$ cat src/dnsd_pkg.sv
// Constants and carrier types for the group 2 slave message decoder
package dnsd_pkg;

    // ------------------------------------------------------------
    // Identifier layout
    // ------------------------------------------------------------
    localparam int          ID_W        = 11;
    localparam int          NODE_W      = 6;
    localparam logic [1:0]  GROUP2      = 2'h2;
    localparam logic [2:0]  MSG_DUPCHK  = 3'h7;
    localparam logic [2:0]  MSG_UNCONN  = 3'h6;
    localparam logic [2:0]  MSG_POLL    = 3'h5;
    localparam logic [2:0]  MSG_EXPL    = 3'h4;

    // ------------------------------------------------------------
    // Services, classes, attributes
    // ------------------------------------------------------------
    localparam logic [7:0]  SVC_GET     = 8'h0E;
    localparam logic [7:0]  SVC_SET     = 8'h10;
    localparam logic [7:0]  SVC_ALLOC   = 8'h4B;
    localparam logic [7:0]  SVC_RELEASE = 8'h4C;
    localparam logic [7:0]  CLS_IDENT   = 8'h01;
    localparam logic [7:0]  CLS_NET     = 8'h03;
    localparam logic [7:0]  CLS_CONN    = 8'h05;
    localparam logic [7:0]  CLS_CONSUME = 8'h64;
    localparam logic [7:0]  CLS_PRODUCE = 8'h65;
    localparam logic [7:0]  INST_ONE    = 8'h01;
    localparam logic [7:0]  ATTR_PCODE  = 8'h03;
    localparam logic [7:0]  ATTR_PSIZE  = 8'h07;
    localparam logic [7:0]  ATTR_CSIZE  = 8'h08;

    // ------------------------------------------------------------
    // Allocation choice bits and answer status
    // ------------------------------------------------------------
    localparam int          AL_EXPL     = 0;
    localparam int          AL_POLL     = 1;
    localparam int          AL_STROBE   = 2;
    localparam int          AL_COS      = 4;
    localparam logic [7:0]  AL_MASK     = 8'h17;
    localparam logic [7:0]  ST_OK       = 8'h00;
    localparam logic [7:0]  ST_SVC_NS   = 8'h08;
    localparam logic [7:0]  ST_BAD_VAL  = 8'h09;
    localparam logic [7:0]  ST_ATTR_NS  = 8'h14;
    localparam logic [7:0]  ST_NO_OBJ   = 8'h16;

    // ------------------------------------------------------------
    // Reset values
    // ------------------------------------------------------------
    localparam logic [7:0]  RST_ALLOC   = 8'h00;
    localparam logic [7:0]  RST_SIZE    = 8'h08;
    localparam logic [1:0]  RST_CNT     = 2'h0;

    typedef enum logic [1:0] {K_DUPCHK, K_EXPL, K_POLL} dnsd_kind_e;

    typedef struct packed {
        logic [ID_W-1:0] id;
        logic [7:0]      service;
        logic [7:0]      cls;
        logic [7:0]      inst;
        logic [7:0]      attr;
        logic [15:0]     wdata;
    } dnsd_req_s;

    typedef struct packed {
        dnsd_kind_e      kind;
        logic [7:0]      service;
        logic [7:0]      cls;
        logic [7:0]      status;
        logic [15:0]     data;
    } dnsd_rsp_s;

endpackage

$ cat src/dnsd_buf.sv
// Two-entry buffer with valid and ready on both sides
`timescale 1ns/10ps
`default_nettype none
module dnsd_buf #(
    parameter int W = 8
) (
    // Clock and reset
    input  wire logic         mclk,
    input  wire logic         reset_n,
    // Filling side
    input  wire logic         s_valid,
    output var  logic         s_ready,
    input  wire logic [W-1:0] s_data,
    // Draining side
    output var  logic         m_valid,
    input  wire logic         m_ready,
    output var  logic [W-1:0] m_data
);
    import dnsd_pkg::*;

    generate
        if (W < 1)
        begin : g_bad_w
            $error("dnsd_buf width must be positive");
        end
    endgenerate

    logic [1:0]   cnt;
    logic [1:0]   next_cnt;
    logic [W-1:0] tail;
    logic [W-1:0] next_tail;
    logic [W-1:0] next_head;
    logic         push;
    logic         pop;

    // ------------------------------------------------------------
    // Occupancy
    // ------------------------------------------------------------
    // Head is the output register itself, so no mux sits after it
    always_comb
    begin
        push      = s_valid & s_ready;
        pop       = m_valid & m_ready;
        next_cnt  = cnt;
        next_head = m_data;
        next_tail = tail;
        unique case (cnt)
            2'h0:
            begin
                if (push)
                begin
                    next_head = s_data;
                    next_cnt  = 2'h1;
                end
            end
            2'h1:
            begin
                if (push && pop)
                    next_head = s_data;
                else if (push)
                begin
                    next_tail = s_data;
                    next_cnt  = 2'h2;
                end
                else if (pop)
                    next_cnt  = 2'h0;
            end
            2'h2:
            begin
                if (pop)
                begin
                    next_head = tail;
                    next_cnt  = 2'h1;
                end
            end
            default:
                next_cnt = RST_CNT;
        endcase
    end

    always_ff @(posedge mclk or negedge reset_n)
    begin
        if (!reset_n)
        begin
            cnt     <= RST_CNT;
            m_valid <= 1'b0;
            s_ready <= 1'b0;
            m_data  <= '0;
            tail    <= '0;
        end
        else
        begin
            cnt     <= next_cnt;
            m_valid <= (next_cnt != 2'h0);
            s_ready <= (next_cnt != 2'h2);
            m_data  <= next_head;
            tail    <= next_tail;
        end
    end

endmodule
`default_nettype wire

$ cat src/dnsd_top.sv
// Group 2 slave identifier classifier and explicit service dispatcher
// ------------------------------------------------------------
// Overview of operation
// - Own-node id 10/node/111 is duplicate check
// - Own-node id 10/node/110 is unconnected request
// - Own-node id 10/node/101 is poll command
// - Own-node id 10/node/100 is connected explicit request
// - Middle six id bits compared to node
// - Service 0E reads, 10 writes one attribute
// - Service 4B allocates predefined connection set
// - Service 4C releases allocated connections
// - Accept classes 01, 03, 05, 64, 65
// - Identity instance 1 attribute 3 returns product code
// - Consumed and produced sizes 1 to 255
// - Poll, change-of-state and bit-strobe connections can be allocated; only poll messages are dispatched
// - No unconnected explicit manager; group 2 only
// ------------------------------------------------------------
`timescale 1ns/10ps
`default_nettype none
module dnsd_top #(
    parameter logic [15:0] PRODUCT_CODE = 16'h0ABC  // Arbitrary value
) (
    // Clock and reset
    input  wire logic                       mclk,
    input  wire logic                       reset_n,
    // Node address switches
    input  wire logic [dnsd_pkg::NODE_W-1:0] node_addr,
    // Received messages
    input  wire logic                       req_valid,
    output var  logic                       req_ready,
    input  wire dnsd_pkg::dnsd_req_s        req,
    // Classified answers
    output var  logic                       rsp_valid,
    input  wire logic                       rsp_ready,
    output var  dnsd_pkg::dnsd_rsp_s        rsp,
    // Connection state
    output var  logic [7:0]                 alloc,
    output var  logic [7:0]                 consumed_size,
    output var  logic [7:0]                 produced_size
);
    import dnsd_pkg::*;

    logic [NODE_W-1:0] node_meta;
    logic [NODE_W-1:0] node_sync;
    logic              accept;
    logic              own;
    logic              push;
    dnsd_rsp_s         push_data;
    logic [7:0]        next_alloc;
    logic [7:0]        next_csize;
    logic [7:0]        next_psize;

    function automatic logic class_ok(input logic [7:0] c);
        class_ok = (c == CLS_IDENT) || (c == CLS_NET) || (c == CLS_CONN) ||
                   (c == CLS_CONSUME) || (c == CLS_PRODUCE);
    endfunction

    function automatic logic size_ok(input logic [15:0] v);
        size_ok = (v != 16'h0000) && (v <= 16'h00FF);
    endfunction

    // ------------------------------------------------------------
    // Node address synchroniser
    // ------------------------------------------------------------
    always_ff @(posedge mclk or negedge reset_n)
    begin
        if (!reset_n)
        begin
            node_meta <= '0;
            node_sync <= '0;
        end
        else
        begin
            node_meta <= node_addr;
            node_sync <= node_meta;
        end
    end

    // ------------------------------------------------------------
    // Classification and dispatch
    // ------------------------------------------------------------
    // Ignored frames are still consumed so the receiver stalls on them only while the answer buffer is full
    always_comb
    begin
        accept     = req_valid & req_ready;
        own        = (req.id[10:9] == GROUP2) && (req.id[8:3] == node_sync);
        push       = 1'b0;
        push_data  = '0;
        next_alloc = alloc;
        next_csize = consumed_size;
        next_psize = produced_size;
        push_data.service = req.service;
        push_data.cls     = req.cls;
        if (accept && own)
        begin
            unique case (req.id[2:0])
                MSG_DUPCHK:
                begin
                    push           = 1'b1;
                    push_data.kind = K_DUPCHK;
                end
                MSG_POLL:
                begin
                    if (alloc[AL_POLL])
                    begin
                        push           = 1'b1;
                        push_data.kind = K_POLL;
                        push_data.data = {8'h00, consumed_size};
                    end
                end
                MSG_UNCONN, MSG_EXPL:
                begin
                    if (req.id[2:0] == MSG_UNCONN || alloc[AL_EXPL])
                    begin
                        push           = 1'b1;
                        push_data.kind = K_EXPL;
                        push_data.status = ST_OK;
                        if (req.service == SVC_ALLOC)
                            next_alloc = alloc | (req.wdata[7:0] & AL_MASK);
                        else if (req.service == SVC_RELEASE)
                            next_alloc = alloc & ~(req.wdata[7:0] & AL_MASK);
                        else if (req.id[2:0] == MSG_UNCONN)
                            push_data.status = ST_SVC_NS;
                        else if (!class_ok(req.cls))
                            push_data.status = ST_NO_OBJ;
                        else if (req.service == SVC_GET)
                        begin
                            if (req.cls == CLS_IDENT && req.inst == INST_ONE && req.attr == ATTR_PCODE)
                                push_data.data = PRODUCT_CODE;
                            else if (req.cls == CLS_CONN && req.attr == ATTR_CSIZE)
                                push_data.data = {8'h00, consumed_size};
                            else if (req.cls == CLS_CONN && req.attr == ATTR_PSIZE)
                                push_data.data = {8'h00, produced_size};
                            else
                                push_data.status = ST_ATTR_NS;
                        end
                        else if (req.service == SVC_SET)
                        begin
                            if (req.cls != CLS_CONN ||
                                (req.attr != ATTR_CSIZE && req.attr != ATTR_PSIZE))
                                push_data.status = ST_ATTR_NS;
                            else if (!size_ok(req.wdata))
                                push_data.status = ST_BAD_VAL;
                            else if (req.attr == ATTR_CSIZE)
                                next_csize = req.wdata[7:0];
                            else
                                next_psize = req.wdata[7:0];
                        end
                        else
                            push_data.status = ST_SVC_NS;
                    end
                end
                default:
                    push = 1'b0;
            endcase
        end
    end

    always_ff @(posedge mclk or negedge reset_n)
    begin
        if (!reset_n)
        begin
            alloc         <= RST_ALLOC;
            consumed_size <= RST_SIZE;
            produced_size <= RST_SIZE;
        end
        else
        begin
            alloc         <= next_alloc;
            consumed_size <= next_csize;
            produced_size <= next_psize;
        end
    end

    // ------------------------------------------------------------
    // Answer buffer
    // ------------------------------------------------------------
    // Accepting only with room means a stalled answer reader loses nothing
    dnsd_buf #(
        .W       ($bits(dnsd_rsp_s))
    ) u_buf (
        .mclk    (mclk),
        .reset_n (reset_n),
        .s_valid (push),
        .s_ready (req_ready),
        .s_data  (push_data),
        .m_valid (rsp_valid),
        .m_ready (rsp_ready),
        .m_data  (rsp)
    );
endmodule
`default_nettype wire

$ cat config.mk
export PLATFORM = sky130hd
export DESIGN_NAME = dnsd_top
export DESIGN_NICKNAME = d
export VERILOG_FILES = /design/src/dnsd_pkg.sv /design/src/dnsd_buf.sv /design/src/dnsd_top.sv
export SDC_FILE = /design/constraint.sdc
export NUM_CORES = 1
export LEC_CHECK = 0
export BUFFER_PORTS_ARGS = -buffer_cell sky130_fd_sc_hd__buf_2
export CORE_AREA = 2 2 95 97
export CTS_CLUSTER_SIZE = 40
export DETAILED_ROUTE_END_ITERATION = 8
export DIE_AREA = 0 0 97 99
export GPL_TIMING_DRIVEN = 1
export PLACE_DENSITY = 0.84
export SYNTH_ARGS = -nofsm -noshare
export SYNTH_HDL_FRONTEND = slang
export SYNTH_SLANG_ARGS = --single-unit
$ cat constraint.sdc
create_clock -name mclk -period 5.1 [get_ports mclk]
set_clock_uncertainty 0.05 [all_clocks]
set_input_delay 0.765 -clock mclk [delete_from_list [all_inputs] [get_ports mclk]]
set_output_delay 0.765 -clock mclk [all_outputs]
set_load 0.01 [all_outputs]
======== After elaboration in Yosys (flattened, before gate mapping) ========
Index checks and enable logic that the tools add are counted.
storage, ports and cells
  register bits after elaboration ......... 124
  input port bits ......................... 69
  output and inout bits ................... 68
operators by class
  mux-type cells .......................... 42
  bitwise logic cells ..................... 13
  eq/ne operators ......................... 28
  reduce and logical (&&, ||, !) cells .... 26
  order comparisons ....................... 1
operators with widths
  operator                                                          number
  2-to-1 mux 42 bit                                                 3
  one-hot mux 42 bit (3 select lines)                               1
  2-to-1 mux 24 bit                                                 4
  2-to-1 mux 8 bit                                                  9
  2-to-1 mux 16 bit                                                 3
  equality test 8 x 7 -> 1 bit (second input constant)              4
  one-hot mux 16 bit (2 select lines)                               1
  2-to-1 mux 5 bit                                                  5
  AND reduction 12 bit                                              2
  equality test 8 x 1 -> 1 bit (second input constant)              2
  equality test 8 x 2 -> 1 bit (second input constant)              2
  equality test 8 x 3 -> 1 bit (second input constant)              2
  equality test 8 x 4 -> 1 bit (second input constant)              2
  less-or-equal comparator 16 x 8 -> 1 bit (second input constant)  1
  inequality test 8 x 3 -> 1 bit (second input constant)            2
  nonzero test 16 bit                                               1
  2-to-1 mux 2 bit                                                  7
  equality test 3 bit (second input constant)                       4
  2-to-1 mux 12 bit                                                 1
  logical AND 1 bit                                                 9
  bitwise AND 8 bit                                                 1
  equality test 8 x 5 -> 1 bit (second input constant)              1
  inequality test 8 x 4 -> 1 bit (second input constant)            1
  NOT 5 -> 8 bit                                                    1
  20 further kinds                                                  41

======== Longest topological paths before layout ========
  depth after elaboration ................. 15
  mapped depth ............................ 8
  mapped depth without buffers ............ 6

======== By module ========
A second synthesis with hierarchy kept.
second synthesis, totals
  cells, all modules ...................... 427
  area total of the unflattened synthesis .. 5853.1 um^2
modules (own cells, without submodules)
  module    area an instance (um^2)  seq. area each (um^2)  times used  cells each
  dnsd_buf  3920.0                   2202.1                 1           244
  dnsd_top  1933.1                   803.3                  1           183

======== Worst setup path before layout ========
OpenSTA, ideal clock, no wires.
  path kind ............................... input to register
  start ................................... in req[19] (netlist bit)
  end ..................................... reg consumed_size[0]
  stages .................................. 7
  library setup time ...................... 128 ps
  arrival time ............................ 2613 ps
  path buffers ............................ 1
  setup slack ............................. 2309 ps
  path through ............................ and4b_1 clkbuf_1 nor2_1 or4_4 nor4_4 nand3_2 mux2_1
on the way
  word-level cells in the longest chain between the ends .. 5
  elaborated cells between the ends (all ways) .. 7
RTL lines
  item                                                                                     line             RTL
  start: declaration                                                                       dnsd_top.sv:31   input wire dnsd_pkg::dnsd_req_s req,
  inequality test 8 x 4 -> 1 bit / inequality test 8 x 3 -> 1 bit (equally long branches)  dnsd_top.sv:140  (req.attr != ATTR_CSIZE && req.attr != ATTR_PSIZE))
  logical AND 1 bit                                                                        dnsd_top.sv:140
  logical OR 1 bit                                                                         dnsd_top.sv:139  if (req.cls != CLS_CONN ||
  NOT 1 bit (no line)                                                                      --
  AND reduction 12 bit (no line) (*)                                                       --
  end signal: assignment                                                                   dnsd_top.sv:170  consumed_size <= next_csize;
  end: declaration                                                                         dnsd_top.sv:38   output var logic [7:0] consumed_size,
Every way passes the cells marked *; elsewhere a longest branch is shown, timed or not.
A chain may end at the register's enable or synchronous reset.

======== Worst setup path in the final report ========
  start ................................... in req[54] (netlist bit)
  end ..................................... reg u_buf.m_data[35]
on the way
  word-level cells in the longest chain between the ends .. 8
  elaborated cells between the ends (all ways) .. 9
RTL lines
  item                                      line            RTL
  equality test 6 bit (*)                   dnsd_top.sv:86  own = (req.id[10:9] == GROUP2) && (req.id[8:3] == node_sync);
  logical AND 1 bit (*)                     dnsd_top.sv:86
  logical AND 1 bit (*)                     dnsd_top.sv:94  if (accept && own)
  2-to-1 mux 1 bit (*)                      dnsd_top.sv:94
  bitwise AND 1 bit (*)                     dnsd_buf.sv:42  push = s_valid & s_ready;
  logical AND 1 bit                         dnsd_buf.sv:58  if (push && pop)
  inequality test 2 x 1 -> 1 bit (no line)  --
  AND reduction 4 bit (no line) (*)         --
  end signal: assignment                    dnsd_buf.sv:96  m_data <= next_head;
  end: declaration                          dnsd_buf.sv:17  output var logic [W-1:0] m_data
Marked as above.

==> summary.md <==
| Metric | Value |
|---|---|
| Worst-Margin Slew | `0.968 ns` |
| Outcome | `finished clean` |
| Max Cap Viol | `0` |
| Routed via count | `4004` |
| DP HPWL | `8280 µm` |
| I/O pins | `137` |
| Worst vdd ir | `147 µV` |
| Nets | `639` |
| Vias in the first global route | `3901` |
| IO Port Bufs | `123` |
| # DRC | `0` |
| Max transition margin | `35.5%` |
| Design Area, Final | `0.00558 mm²` |
| Setup bufs post-CTS | `0` |
| First-pass GRT wire length | `18600 µm` |
| Max-slew violation count | `0` |
| Clk slew on worst S/H paths | `0.09 ns` |
| Power Total | `1460 µW` |
| Post-cts resize count | `0` |
| Initial DRC count | `254` |
| Crit Path Category | `input port to flop` |
| Critical Path Slowest Stage Cell | `o22ai_4` |
| Peak Freq | `323 MHz` |
| Synth area leader | `dfrtp_1` |
| Die X | `97 µm` |
| Ranking of synthesized cells by area | `dfrtp_1 51%, mux2_2 5.2%, nand2_1 5.1%, mux2_1 3.8%, a31oi_1 3.2%` |
| Ant diodes | `0` |
| Sequential-to-total area share from yosys stat | `51.8%` |
| Yosys reg bits | `98` |
| Initial antenna violation count | `0` |
| Worst EP required | `5.33 ns` |
| Largest net degree at the start of global routing | `59` |
| TNS Setup | `0 ns` |
| Post-Route WL | `11200 µm` |
| Die ar. | `0.00960 mm²` |
| Fin util | `65.2%` |
| Starting Density | `55.4%` |
| Cells after Synth | `454` |
| Worst hold path class | `flop to flop` |
| Synth warnings | `0` |
| Most frequent cells after synthesis | `96 x dfrtp_1, 65 x nand2_1, 34 x nor2_1, 24 x a31oi_1, 22 x mux2_2` |
| Synth cell types | `54` |
| Cell row count | `34` |
| Share of flip-flops with an asynchronous set or reset | `100%` |
| Area delta synth->final | `17.7%` |
| CP Cell Sequence | `buf_2, xor2_1, nor3_1, nand2_1, o22ai_4, buf_4, nor2_1, a31oi_1` |
| Post-synth EDFFs | `0` |
| Post-Syn Area | `0.00474 mm²` |
| Power density over cell area | `262 mW/mm²` |
| Count leader, synth | `dfrtp_1` |
| Fill cell count | `719` |
| Critical Path Max Stage Delay | `0.81 ns` |
| H-tree depth | `3` |
| Ys flop type | `dfrtp_1` |
| Fin crit share | `60.7%` |
| Clock latency on the worst-skew pair | `0.36 ns` |
| Routed len/inst | `16.5 µm` |
| Drt first pass iters | `5` |
| Vias/cell | `5.87` |
| WHS | `0.305 ns` |
| CTS Sinks | `98` |
| RSZ-0062 raised after global routing | `false` |
| Tmin final | `3.10 ns` |
| Global Route Usage Sum | `23.8%` |
| Overflow after GRT | `0` |
| CP Capture Type | `flop` |
| Post-Place Cell Area | `0.00541 mm²` |
| Core area | `0.00855 mm²` |
| Num CTS Buffers | `9` |
| Share of cells above drive strength 1 | `31.4%` |
| Hold Vio Cnt, Final | `0` |
| Routability cong. | `0.867` |
| CP Launch Type | `input port` |
| Antenna Nets Post-Route | `0` |
| WP data arrival | `3.33 ns` |
| Count of final setup violators | `0` |
| Clk buf depth | `2` |
| Syn Area/Cell | `10.4 µm²` |
| CTS root buf | `clkbuf_8` |
| Yosys top cell area share | `50.7%` |
| Max FO, Critical Path | `32` |
| Lkg Pwr | `0.00268 µW` |
| Die Ht | `99 µm` |
| Hold-fix buffers, CTS | `0` |
| CTS tree | `done` |
registers in the layout, summed over array words and instances, names as in the netlist, named ones only:
name,count
produced_size,8
node_meta,6
u_buf.m_valid,1
consumed_size,8
u_buf.tail,31
u_buf.cnt,2
u_buf.m_data,31
u_buf.s_ready,1
node_sync,6
final timing paths:
| path | from | to | slack [ns] | cells after the start |
|---|---|---|---|---|
| worst max-delay path | req[54] | u_buf.m_data[35] | 2.00 | 8 |
| worst min-delay path | node_meta[3] | node_sync[3] | 0.31 | 0 |
| worst max register to register | node_sync[3] | u_buf.m_data[35] | 2.11 | 7 |
| worst min register to register | node_meta[3] | node_sync[3] | 0.31 | 0 |
| max in group asynchronous | reset_n | u_buf.m_data[19] | 3.56 | 2 |
| min in group asynchronous | reset_n | node_meta[4] | 0.32 | 1 |
kinds of logic after synthesis:
group,after synthesis,share of synthesized area (%)
flops,98,51.8
other cells,1,0.0791
mux,43,10.1
compound gates,92,12.5
simple gates,179,20.4
buf+inv,35,3.99
xor+xnor,6,1.11
through the flow:
step / cells / setup WS (ns)
6_report: 682 / 2.00
3_5_place_dp: 667 / 1.63
2_1_floorplan: 466 / 2.31
3_3_place_gp: 667 / 1.75
5_1_grt: 682 / 1.79
4_1_cts: 682 / 2.02
where the power goes:
| group | internal, µW | switching, µW |
|---|---|---|
| Clock | 186 | 258 |
| Sequential | 815 | 21.9 |
| Combinational | 76.1 | 104 |
metal layers:
metal | vias up | GRT usage, % | routed length [µm]
met2 | 158 | 39.3 | 5470
met3 | 16 | 5.04 | 779
met5 | - | 0 | 0
met4 | 0 | 8.56 | 146
li1 | 1858 | - | -
met1 | 1972 | 31.4 | 4840
worst max-delay path: cells and delay by family:
kind,cells,cell delay [ns]
AND/OR/NAND/NOR,3,0.96
AO/OA/AOI/OAI,2,0.97
buffers and inverters,2,0.50
XOR/XNOR,1,0.13
layout by cell type (no fill, tap or decap), types with 3 or more instances in the layout:
cell type  count
a21o_1         3
a21oi_1       10
a22o_1         5
a22oi_1       11
a31oi_1       24
and2_1         6
and3b_1        4
and4_1         3
buf_2        122
buf_4          6
clkbuf_8      10
clkinv_2       3
conb_1        13
dfrtp_1       96
mux2_1        16
mux2_2        22
mux2i_1        5
nand2_1       65
nand2b_1       4
nand3_1        9
nand3b_1       5
nand4_1        6
nor2_1        34
nor3_1         6
nor4_1         6
o211ai_1       3
o21a_1         3
o21ai_0       20
o22ai_1        5
or3_1          3
or4_1          5
xor2_1         6
cell type report:
class	count	area (µm²)	area share (%)
Clock buffer	10	138	2.47
Clock inverter	5	31.3	0.561
Multi-Input combinational cell	333	2160	38.8
Sequential cell	98	2450	44.0
Tap cell	108	135	2.42
Timing Repair Buffer	128	656	11.8
Power figures use the tool's default switching activity.
